<file path="src/include/tcw_defines.vh">
// Register offsets, field positions, reset values and mode codes of the waveform timer
`ifndef TCW_DEFINES_VH
`define TCW_DEFINES_VH
`define TCW_ADDR_CTRL      4'h0
`define TCW_ADDR_COUNT     4'h1
`define TCW_ADDR_COMPARE   4'h2
`define TCW_ADDR_STATUS    4'h3
`define TCW_ADDR_DDR       4'h4
`define TCW_CTRL_WGM_LSB   0
`define TCW_CTRL_COM_LSB   2
`define TCW_CTRL_CS_LSB    4
`define TCW_CTRL_FOC_BIT   7
`define TCW_STAT_OVF_BIT   0
`define TCW_STAT_CMP_BIT   1
`define TCW_STAT_ACK_OVF   2
`define TCW_STAT_ACK_CMP   3
`define TCW_CTRL_RESET     8'h00
`define TCW_COUNT_RESET    8'h00
`define TCW_COMPARE_RESET  8'h00
`define TCW_WGM_NORMAL     2'h0
`define TCW_WGM_PCPWM      2'h1
`define TCW_WGM_CTC        2'h2
`define TCW_WGM_SPARE      2'h3
`define TCW_COM_NONE       2'h0
`define TCW_COM_TOGGLE     2'h1
`define TCW_COM_CLEAR      2'h2
`define TCW_COM_SET        2'h3
`define TCW_BOTTOM         8'h00
`define TCW_MAX            8'hFF
`define TCW_PRE_WIDTH      10
`endif

</file>
<file path="src/rtl/tcw_timer.v">
// Eight-bit timer/counter with one compare channel and waveform generator
// Operation
// - Output mode zero takes no action on the output at compare match.
// - New output mode takes effect only from the next compare match.
// - Force strobe in non-PWM modes applies the selected action immediately.
// - Only the waveform mode shapes counting; output mode never touches it.
// - Non-PWM: set, clear or toggle on match; PWM: inverted or not.
// - Waveform mode zero counts up only, wrapping from FF to 00.
// - Normal mode sets overflow flag as count becomes zero; never clears.
// - Overflow flag clears when the overflow interrupt is serviced.
// - Software may write the count at any time in normal mode.
// - Waveform mode two counts up to compare value then clears.
// - Phase-correct PWM sets the overflow flag at bottom.
// - Phase-correct PWM: output mode two non-inverted, three inverted.
// - Non-inverted: clear on up-match, set on down-match; inverted opposite.
// - Phase-correct period is 510 timer clocks, up to max then down.
// - Prescaler divides by 1, 8, 32, 64, 128, 256 or 1024.
// - Compare at bottom holds low, at max holds high, inverted opposite.
// - Compare output reaches the pin only when pin direction is output.
// - Status flags clear when software writes one to their bit.
//
// Decided for this implementation: the address-and-strobe port and the address map.
`timescale 1ns/1ns
`default_nettype none
`include "tcw_defines.vh"

// Structure: a free-running prescaler offers one tick per selected divider, the
// counting process moves the count on each tick according to the waveform mode
// only, and a separate process decides the output level from matches and from
// the force strobe. Status flags are sticky and cleared by software or by an
// interrupt acknowledge; a hardware set in the same cycle as a clear wins, so
// an event is never lost.
// Limitation: the compare value takes effect at once, with no shadow copy, so
// moving it below the running count in clear-on-compare mode lets the count
// run on to the wrap before the next match.
// Changing the waveform mode on the fly keeps the current count and direction,
// which can give one irregular period before the new shape settles.
// The pin direction bit gates the level at the pin; the level itself keeps
// running while the pin is an input, so enabling the pin shows the live wave.
// The acknowledge inputs come from logic on this clock and need no synchroniser.

module tcw_timer (
	input  wire       mclk_in,
	input  wire       arst_n_in,
	input  wire [3:0] addr_in,
	input  wire [7:0] wdata_in,
	input  wire       wr_in,
	input  wire       rd_in,
	input  wire       ovf_ack_in,
	input  wire       cmp_ack_in,
	output reg  [7:0] rdata_out,
	output wire       compare_output_a_out,
	output wire       compare_output_a_oe_out,
	output wire       ovf_irq_out,
	output wire       cmp_irq_out
);
	// One-hot direction states for phase-correct counting
	localparam [1:0] ST_UP   = 2'b01;
	localparam [1:0] ST_DOWN = 2'b10;

	// Control fields and state; every one of them is reset, none starts unknown
	reg  [1:0]               waveform_mode_field_reg;
	reg  [1:0]               compare_output_mode_field_reg;
	reg  [2:0]               clk_sel_reg;
	reg                      ovf_ien_reg;
	reg                      cmp_ien_reg;
	reg  [7:0]               counter_value_reg;
	reg  [7:0]               counter_value_next;
	reg  [7:0]               compare_value_a_reg;
	reg                      overflow_flag_reg;
	reg                      compare_flag_reg;
	reg                      compare_output_a_reg;
	reg                      compare_output_a_next;
	reg                      pin_dir_reg;
	reg  [1:0]               dir_reg;
	reg  [1:0]               dir_next;
	reg  [`TCW_PRE_WIDTH-1:0] pre_reg;
	reg                      tick;
	reg                      ovf_set;
	reg                      cmp_set;
	wire                     wr_ctrl;
	wire                     wr_count;
	wire                     wr_stat;
	wire                     pwm_mode;
	wire                     force_strobe;
	wire                     match;
	// Modes carried by a control write, and one tick candidate per select
	wire [1:0]               force_mode;
	wire [1:0]               force_wave;
	wire [7:0]               tap_hit;

	// Register write decodes, PWM mode and compare match
	assign wr_ctrl  = wr_in && (addr_in == `TCW_ADDR_CTRL);
	assign wr_count = wr_in && (addr_in == `TCW_ADDR_COUNT);
	assign wr_stat  = wr_in && (addr_in == `TCW_ADDR_STATUS);
	assign pwm_mode = (waveform_mode_field_reg == `TCW_WGM_PCPWM);
	assign match    = (counter_value_reg == compare_value_a_reg);

	// The force strobe acts with the output mode of the very write that carries
	// it, so software picks an action and fires it in one access; a write that
	// selects phase-correct PWM cannot force anything
	assign force_mode   = wdata_in[`TCW_CTRL_COM_LSB +: 2];
	assign force_wave   = wdata_in[`TCW_CTRL_WGM_LSB +: 2];
	assign force_strobe = wr_ctrl && wdata_in[`TCW_CTRL_FOC_BIT] &&
		(force_wave != `TCW_WGM_PCPWM);

	// Low prescaler bits that must all be one before a divider ticks
	function [3:0] tcw_span;
		input integer sel;
		begin
			case (sel)
				1:       tcw_span = 4'h0;
				2:       tcw_span = 4'h3;
				3:       tcw_span = 4'h5;
				4:       tcw_span = 4'h6;
				5:       tcw_span = 4'h7;
				6:       tcw_span = 4'h8;
				7:       tcw_span = 4'hA;
				default: tcw_span = 4'h0;
			endcase
		end
	endfunction

	// Non-PWM action on the output level, shared by the match and force paths
	function tcw_action;
		input [1:0] mode;
		input       level;
		begin
			case (mode)
				`TCW_COM_TOGGLE: tcw_action = ~level;
				`TCW_COM_CLEAR:  tcw_action = 1'b0;
				`TCW_COM_SET:    tcw_action = 1'b1;
				default:         tcw_action = level;
			endcase
		end
	endfunction

	// One tap per select; select zero has no tap, which stops the counter while
	// the prescaler keeps running, so a later start meets the same tap phase
	assign tap_hit[0] = 1'b0;
	genvar gi;
	generate
		for (gi = 1; gi < 8; gi = gi + 1) begin : g_tap
			// All bits under the mask at one marks the last cycle of a divider period
			wire [`TCW_PRE_WIDTH-1:0] span_mask;
			assign span_mask   = ~({`TCW_PRE_WIDTH{1'b1}} << tcw_span(gi));
			assign tap_hit[gi] = ((pre_reg & span_mask) == span_mask);
		end
	endgenerate

	// Prescaler runs always so the taps stay aligned; it is never cleared on a
	// select change, trading an exact first period for a simpler divider
	// that cannot glitch when software switches the rate
	always @(posedge mclk_in or negedge arst_n_in) begin
		if (!arst_n_in) begin
			pre_reg <= {`TCW_PRE_WIDTH{1'b0}};
		end else begin
			pre_reg <= pre_reg + 10'h001;
		end
	end

	// Tick of the chosen divider; one cycle wide, or high every cycle at divide by 1,
	// so each cycle of it moves the count exactly once
	always @* begin
		tick = tap_hit[clk_sel_reg];
	end

	// Counting sequence; only the waveform mode is looked at here
	// A count write beats the tick in the same cycle, so software reads back
	// exactly the value it wrote
	always @* begin
		counter_value_next = counter_value_reg;
		dir_next = dir_reg;
		ovf_set = 1'b0;
		cmp_set = 1'b0;
		if (tick) begin
			cmp_set = match;
			case (waveform_mode_field_reg)
				`TCW_WGM_PCPWM: begin
					// Reverse at the ends: 255 steps up, 255 down makes 510
					case (dir_reg)
						ST_UP: begin
							if (counter_value_reg == `TCW_MAX) begin
								counter_value_next = counter_value_reg - 8'h01;
								dir_next = ST_DOWN;
							end else begin
								counter_value_next = counter_value_reg + 8'h01;
							end
						end
						ST_DOWN: begin
							if (counter_value_reg == `TCW_BOTTOM) begin
								counter_value_next = counter_value_reg + 8'h01;
								dir_next = ST_UP;
							end else begin
								counter_value_next = counter_value_reg - 8'h01;
								ovf_set = (counter_value_reg == 8'h01);
							end
						end
						default: begin
							dir_next = ST_UP;
						end
					endcase
				end
				`TCW_WGM_CTC: begin
					if (match) begin
						counter_value_next = `TCW_BOTTOM;
					end else begin
						counter_value_next = counter_value_reg + 8'h01;
					end
					ovf_set = (counter_value_reg == `TCW_MAX);
				end
				default: begin
					counter_value_next = counter_value_reg + 8'h01;
					ovf_set = (counter_value_reg == `TCW_MAX);
				end
			endcase
		end
		if (wr_count) begin
			counter_value_next = wdata_in;
		end
	end

	// Output action; the mode is sampled only when a match or force happens
	// The level lives in its own register so that a mode write alone never
	// disturbs the wave already on the pin
	always @* begin
		compare_output_a_next = compare_output_a_reg;
		if (pwm_mode) begin
			if (tick && match) begin
				case (compare_output_mode_field_reg)
					`TCW_COM_CLEAR: begin
						// Up-match clears, down-match sets; extremes hold a level
						compare_output_a_next = (dir_reg == ST_DOWN);
						if (compare_value_a_reg == `TCW_BOTTOM) compare_output_a_next = 1'b0;
						if (compare_value_a_reg == `TCW_MAX) compare_output_a_next = 1'b1;
					end
					`TCW_COM_SET: begin
						compare_output_a_next = (dir_reg == ST_UP);
						if (compare_value_a_reg == `TCW_BOTTOM) compare_output_a_next = 1'b1;
						if (compare_value_a_reg == `TCW_MAX) compare_output_a_next = 1'b0;
					end
					default: begin
						compare_output_a_next = compare_output_a_reg;
					end
				endcase
			end
		end else if (force_strobe) begin
			// A force beats a match in the same cycle, being the newer request
			compare_output_a_next = tcw_action(force_mode, compare_output_a_reg);
		end else if (tick && match) begin
			// The stored mode is read only at a match, here or in the PWM branch, so a mode write waits for a match
			compare_output_a_next = tcw_action(compare_output_mode_field_reg,
				compare_output_a_reg);
		end
	end

	// State registers; an output-mode write changes nothing until the next match
	// The direction state is kept across mode changes; it only matters in
	// phase-correct mode and is put right at the next end of the count
	always @(posedge mclk_in or negedge arst_n_in) begin
		if (!arst_n_in) begin
			waveform_mode_field_reg       <= `TCW_WGM_NORMAL;
			compare_output_mode_field_reg <= `TCW_COM_NONE;
			clk_sel_reg                   <= 3'h0;
			ovf_ien_reg                   <= 1'b0;
			cmp_ien_reg                   <= 1'b0;
			counter_value_reg             <= `TCW_COUNT_RESET;
			compare_value_a_reg           <= `TCW_COMPARE_RESET;
			compare_output_a_reg          <= 1'b0;
			pin_dir_reg                   <= 1'b0;
			dir_reg                       <= ST_UP;
		end else begin
			counter_value_reg    <= counter_value_next;
			dir_reg              <= dir_next;
			compare_output_a_reg <= compare_output_a_next;
			if (wr_ctrl) begin
				waveform_mode_field_reg       <= wdata_in[`TCW_CTRL_WGM_LSB +: 2];
				compare_output_mode_field_reg <= wdata_in[`TCW_CTRL_COM_LSB +: 2];
				clk_sel_reg                   <= wdata_in[`TCW_CTRL_CS_LSB +: 3];
			end
			if (wr_in && (addr_in == `TCW_ADDR_COMPARE)) begin
				compare_value_a_reg <= wdata_in;
			end
			if (wr_in && (addr_in == `TCW_ADDR_DDR)) begin
				pin_dir_reg <= wdata_in[0];
				ovf_ien_reg <= wdata_in[1];
				cmp_ien_reg <= wdata_in[2];
			end
		end
	end

	// Sticky flags: hardware set wins over a clear in the same cycle
	// Losing a clear costs software one more service; losing a set would hide
	// an event for a whole period
	always @(posedge mclk_in or negedge arst_n_in) begin
		if (!arst_n_in) begin
			overflow_flag_reg <= 1'b0;
			compare_flag_reg  <= 1'b0;
		end else begin
			if (ovf_set) begin
				overflow_flag_reg <= 1'b1;
			end else if ((wr_stat && wdata_in[`TCW_STAT_OVF_BIT]) || ovf_ack_in) begin
				overflow_flag_reg <= 1'b0;
			end
			if (cmp_set) begin
				compare_flag_reg <= 1'b1;
			end else if ((wr_stat && wdata_in[`TCW_STAT_CMP_BIT]) || cmp_ack_in) begin
				compare_flag_reg <= 1'b0;
			end
		end
	end

	// Read data stands in the cycle after the strobe only
	// Returning zero outside reads keeps a shared read bus free of stale data
	always @(posedge mclk_in or negedge arst_n_in) begin
		if (!arst_n_in) begin
			rdata_out <= 8'h00;
		end else if (rd_in) begin
			case (addr_in)
				`TCW_ADDR_CTRL:    rdata_out <= {1'b0, clk_sel_reg,
					compare_output_mode_field_reg, waveform_mode_field_reg};
				`TCW_ADDR_COUNT:   rdata_out <= counter_value_reg;
				`TCW_ADDR_COMPARE: rdata_out <= compare_value_a_reg;
				`TCW_ADDR_STATUS:  rdata_out <= {5'h00, compare_output_a_reg,
					compare_flag_reg, overflow_flag_reg};
				`TCW_ADDR_DDR:     rdata_out <= {5'h00, cmp_ien_reg, ovf_ien_reg, pin_dir_reg};
				default:           rdata_out <= 8'h00;
			endcase
		end else begin
			rdata_out <= 8'h00;
		end
	end

	// Pin is driven only when its direction is output
	// The level is masked as well, so an input pin never shows a stale high
	// Interrupt requests are plain levels of flag and enable
	assign compare_output_a_out    = compare_output_a_reg & pin_dir_reg;
	assign compare_output_a_oe_out = pin_dir_reg;
	assign ovf_irq_out = overflow_flag_reg & ovf_ien_reg;
	assign cmp_irq_out = compare_flag_reg & cmp_ien_reg;
endmodule
`default_nettype wire

</file>
<file path="config.mk">
export PLATFORM = sky130hd
export DESIGN_NAME = tcw_timer
export DESIGN_NICKNAME = d
export VERILOG_FILES = /design/src/rtl/tcw_timer.v
export VERILOG_INCLUDE_DIRS = /design/src /design/src/include
export SDC_FILE = /design/constraint.sdc
export NUM_CORES = 1
export LEC_CHECK = 0
export BUFFER_PORTS_ARGS = -buffer_cell sky130_fd_sc_hd__buf_2
export CORE_MARGIN = 3
export CORE_UTILIZATION = 52
export CTS_BUF_LIST = sky130_fd_sc_hd__clkbuf_16
export CTS_CLUSTER_DIAMETER = 100
export DETAILED_ROUTE_END_ITERATION = 6
export GPL_ROUTABILITY_DRIVEN = 0
export MAX_ROUTING_LAYER = met4
export PLACE_DENSITY = 0.75
export SLEW_MARGIN = 20
export SYNTH_ARGS = -nofsm -noshare
export SYNTH_HDL_FRONTEND = slang
export SYNTH_SLANG_ARGS = --single-unit
</file>
<file path="constraint.sdc">
create_clock -name mclk_in -period 3.5 [get_ports mclk_in]
set_input_delay 0.525 -clock mclk_in [delete_from_list [all_inputs] [get_ports mclk_in]]
set_output_delay 0.525 -clock mclk_in [all_outputs]
set_load 0.03 [all_outputs]
</file>
[Yosys cells after proc, flatten, opt, wreduce, memory -nomap -nowiden]
Cells that the tools add are included.
Word-level totals
  flip-flop bits (word level): 49
  latch bits: 0
  bits in writable memories: 0
  bits in read-only memories: 0
  bits of input ports: 18
  output and inout port bits: 12
  logic and storage cells: 110
  memories: 0
Cells by class
  $add $sub $neg: 3
  multipliers: 0
  divide/modulo/power cells: 0
  magnitude comparators: 1
  eq/ne operators: 31
  shift operators: 0
  multiplexer cells: 34
  bitwise logic cells: 4
  reductions and logical operators: 23
Operator list (number)
  $mux W8: 6
  $pmux W8 S5: 1
  $pmux W8 S2: 2
  $eq A8 B8 Y1 const B: 3
  $mux W1: 18
  $logic_not A8 Y1: 2
  $eq A2 B2 Y1 const B: 6
  $add A10 B1 Y10 const B: 1
  $eq A10 B10 Y1 const B: 1
  $logic_and A1 B1 Y1: 10
  $add A8 B1 Y8 const B: 1
  $eq A2 B1 Y1 const B: 4
  $eq A4 B2 Y1 const B: 2
  $eq A8 B1 Y1 const B: 1
  $eq A8 B8 Y1: 1
  $reduce_bool A2 Y1: 4
  $sub A8 B1 Y8 const B: 1
  $eq A7 B7 Y1 const B: 1
  $eq A6 B6 Y1 const B: 1
  $pmux W1 S3: 2
  $eq A5 B5 Y1 const B: 1
  $ne A5 B2 Y1 const B: 1
  $reduce_and A5 Y1: 1
  $eq A4 B1 Y1 const B: 1
  other kinds (18): 24

[Longest topological paths before layout]
  depth in word-level cells: 7
  gate-level depth with buffers: 9
  gate-level depth less buffers: 9

[Least setup slack after synthesis]
No wires, ideal clock.
  kind: reg-to-reg
  start point: register counter_value_reg[0]
  end point: register counter_value_reg[2]
  setup time: 122 ps
  arrival time: 2022 ps
  data required time: 3378 ps
  path slack: 1356 ps
  stages on the path, launching flop included: 10
  buffers on the path: 1
  clock period less this slack: 2144 ps
  cells stage by stage: dfrtp_1 -> buf_2 -> inv_1 -> ha_1 -> nor4b_2 -> a21oi_1 -> nand2_1 -> a221oi_4 -> o221ai_1 -> a32o_1
On the way
  longest elaborated chain between the ends: 6
  elaborated cells on any way between the ends: 12
  classes of those cells: add/sub (2); eq/ne (2); mux (7); reduce/logical (1)
RTL lines
  start: declaration: line tcw_timer.v:67  | reg [7:0] counter_value_reg;
  start signal: assignment: line tcw_timer.v:267  | counter_value_reg <= `TCW_COUNT_RESET;
  start signal: assignment: line tcw_timer.v:273  | counter_value_reg <= counter_value_next;
  $sub A8 B1 Y8 (tied with other cells): line tcw_timer.v:184, tcw_timer.v:195
  $mux W8, on equally long branches: line tcw_timer.v:191, tcw_timer.v:183
  $pmux W8 S2: line tcw_timer.v:181  | case (dir_reg)
  $pmux W8 S2 *: line tcw_timer.v:178  | case (waveform_mode_field_reg)
  $mux W8 *: line tcw_timer.v:176  | if (tick) begin
  $mux W8 *: line tcw_timer.v:218  | if (wr_count) begin
Every way passes the cells marked *; elsewhere a longest branch is shown, timed or not. The select of a mux whose other input is x is not followed.
A chain may end at the register's enable or synchronous reset.

[Final worst setup path]
  start point: register counter_value_reg[0]
  end point: register counter_value_reg[7]
The elaborated chain is that of the path after synthesis.

==> key figures <==
Yosys
  • Post-synth cell types: 65
  • Post-Syn Area per Cell: 9.677 µm²
  • Post-synthesis compound-gate area fraction: 0.1664
  • Main synth FF type: dfrtp_1
  • Syn Std Cell Area: 0.003136 mm²
  • Syn nets: 355
  • Async S/R FF share, synth: 1.000
  • Mux cell area share after synthesis: 0.09936
  • Seq/Total Area, Yosys: 0.3915
  • Adder-cell share of the synthesized area: 0.05188
  • Simple-Gate Fraction of Synth Area: 0.1935
  • Flops & latches, synth: 49
  • Mapped Cells: 324
  • Yosys warns: 0
  • Post-synth EDFFs: 0
  • Largest family of logic cells by synthesized area: simple AND/OR/NAND/NOR gates
  • Xor/xnor cell area share of the yosys netlist: 0.05587

STA
  • Post-Route Setup TNS: 0 ns
  • Tmin final: 2.555 ns
  • Setup ws final: 0.9455 ns
  • Skew final: 0.004336 ns
  • Fin crit share: 0.7299
  • Fmax: 391.5 MHz
  • Slew @ Worst Pin: 0.6793 ns
  • Max-slew violations: 0
  • RSZ-0062 raised after global routing: false
  • Setup violators final: 0
  • Slew headroom: 0.5408
  • Final hold viol count: 0

Power and ir drop
  • Power Density: 624.4 mW/mm²
  • Worst vdd ir: 0.0004019 V
  • P_leak: 1.518 nW
  • Total power: 0.002156 W

Final layout
  • Final core utilization: 0.6085
  • Layout cells sized above 1: 0.2034
  • Largest register FFs: 10
  • Finished Layout Cells: 421
  • Most frequent cells in the layout: 48 x dfrtp_1, 33 x nor2_1, 28 x buf_2
  • Nets@finish: 379
  • Diodes inserted: 0
  • Area growth, synth to finish: 10.14%
  • Commonest non-fill, non-tap cell in the layout: dfrtp_1

Job
  • Max Cap Viol: 0

Placement
  • Dpl cells: 413
  • PortBufs: 29
  • Hpwl dp: 5750 µm
  • Place WS: 1.001 ns

Clocking
  • Hold Buf Count CTS: 0
  • Clock slew at reported path FFs: 0.06 ns
  • TritonCTS clock tree: yes
  • Post-CTS Setup Bufs: 0
  • Root buffer cell: clkbuf_16
  • Clock latency on the worst-skew pair: 0.29 ns
  • Longest Clk Path Bufs: 2
  • Sink Count: 49
  • Total CTS buffers: 5
  • Resized Gates After CTS: 0
  • CTS HTree Levels: 2

Setup path
  • CP top delay family: compound AO/OA/AOI/OAI gates
  • FF-to-FF setup slack: 0.95 ns
  • Setup crit start kind: flop
  • CP required: 3.68 ns
  • Kind of critical path: reg -> reg
  • FF-to-FF End: counter_value_reg[7]$_DFFE_PN0P_
  • CP Launch Point: counter_value_reg[0]$_DFFE_PN0P_
  • Largest fanout on the critical path: 10
  • Levels on crit path: 8
  • Crit path cell chain: inv_1, ha_1, nor4b_2, a21oi_1, nand2_1, a221oi_4, o21ai_0, a22o_1
  • CP endpoint kind: flop
  • Worst path slowest cell: dfrtp_1
  • CP bufs+invs: 1
  • CP arrival: 2.73 ns
  • CP Capture Point: counter_value_reg[7]$_DFFE_PN0P_
  • Reg-to-Reg Start: counter_value_reg[0]$_DFFE_PN0P_
  • Slowest stage delay, CP: 0.61 ns
  • Register-to-Register Path Depth: 8

Status
  • Status: complete, no violations

Drt
  • Pre-Repair DR Iteration Count: 6
  • DRC errors left: 0
  • Drt wl/cell: 18.53 µm
  • Via-to-Cell Ratio: 6.252
  • Initial detailed-routing violation count: 272
  • DRT antenna net count: 0
  • Routed vias: 2,632
  • Routed WL: 7800 µm

Die
  • # rows: 27
  • Die H: 83.65 µm
  • Die Area: 0.006997 mm²
  • Core area: 0.005675 mm²
  • # IOs: 30
  • Starting Density: 0.5525
  • Chip width: 83.65 µm

Global route
  • Vias in the first global route: 2,634
  • Total gr overflow: 0
  • Busiest grt layer: met2
  • First-pass GRT wire length: 12,970 µm
  • GRT met2 Usage: 0.3623
  • Met3 usage: 0.03949
  • Initial antenna violation count: 0
  • Met1 usage: 0.3169
  • Largest net degree at the start of global routing: 50
  • GRT Total Usage: 0.2357

Hold path
  • Worst min path class: in -> async
where the power goes:
part | leakage, nW | internal, W | switching, W
clock network | 0.0712 | 0.000262 | 0.000202
logic | 0.825 | 0.000358 | 0.000404
registers | 0.622 | 0.000678 | 0.000252
total | 1.52 | 0.00130 | 0.000858
worst reg2reg max path, cell delays in order, from the launching register on:
cell and delay (ns):
dfrtp_1 0.61, inv_1 0.15, ha_1 0.23, nor4b_2 0.16, a21oi_1 0.28, nand2_1 0.18
a221oi_4 0.43, o21ai_0 0.16, a22o_1 0.24
worst min-delay path by stage:
stage	startpoint	to	slack, ns	cells after the start
floorplan	arst_n_in	clk_sel_reg[0]$_DFFE_PN0N_	0.23	0
global placement	pre_reg[0]$_DFF_PN0_	pre_reg[0]$_DFF_PN0_	0.44	1
detailed placement	pre_reg[0]$_DFF_PN0_	pre_reg[0]$_DFF_PN0_	0.45	1
CTS	pre_reg[0]$_DFF_PN0_	pre_reg[0]$_DFF_PN0_	0.46	1
global route	arst_n_in	rdata_out[2]$_DFF_PN0_	0.31	1
finish	arst_n_in	rdata_out[2]$_DFF_PN0_	0.25	1
cell usage after synthesis, types with 2 or more instances:
cell | number | area, µm²
a211oi_1 | 2 | 15.01
a21bo_2 | 2 | 20.02
a21boi_0 | 3 | 22.52
a21o_1 | 2 | 15.01
a21oi_1 | 18 | 90.09
a22oi_1 | 2 | 15.01
and2_1 | 4 | 25.02
and3_1 | 3 | 18.77
buf_2 | 4 | 20.02
buf_6 | 2 | 22.52
clkbuf_1 | 5 | 18.77
dfrtp_1 | 48 | 1201
ha_1 | 13 | 162.7
inv_1 | 14 | 52.55
mux2_2 | 17 | 191.4
mux2i_1 | 12 | 120.1
nand2_1 | 25 | 93.84
nand3_1 | 8 | 40.04
nand3_2 | 2 | 20.02
nand3b_1 | 2 | 15.01
nand4_1 | 7 | 43.79
nor2_1 | 33 | 123.9
nor2b_1 | 7 | 43.79
nor3_1 | 6 | 30.03
nor4_1 | 3 | 18.77
o211ai_1 | 3 | 22.52
o21ai_0 | 12 | 60.06
o221a_2 | 2 | 22.52
o22ai_1 | 5 | 31.28
o31a_1 | 2 | 17.52
o31ai_1 | 3 | 22.52
or2_4 | 2 | 17.52
xnor2_1 | 17 | 148.9
xor2_1 | 3 | 26.28
metrics by stage:
step,instance area (µm²),hold slack (ns)
after floorplan,3136,0.2294
after global placement,3308,0.4354
after detailed placement,3308,0.4478
after CTS,3451,0.4564
after global routing,3453,0.3076
final,3453,0.2469
final cells by class:
class                      count  area (µm²)
timing repair buffer          31       162.7
multi-input combinational    247        1778
clock inverter                 3       17.52
clock buffer                   5       125.1
sequential                    49        1227
inverter                      14       52.55
fill                         482        2222
tap                           72       90.09
layer usage:
layer / wire, µm / part of all wire
met5: 0 / 0
met4: 161 / 0.021
met3: 642 / 0.082
met2: 3562 / 0.46
met1: 3434 / 0.44
logic make-up (layout without fill, tap and decap cells):
kind of cell / Yosys count / after routing
and+or+nand+nor: 113 / 113
AOI/OAI and AO/OA: 72 / 72
DFF: 49 / 49
muxes: 29 / 29
buffers and inverters: 28 / 53
xor gates and xnor gates: 20 / 20
adders and majority gates: 13 / 13
(Power assumes the default switching activity.)
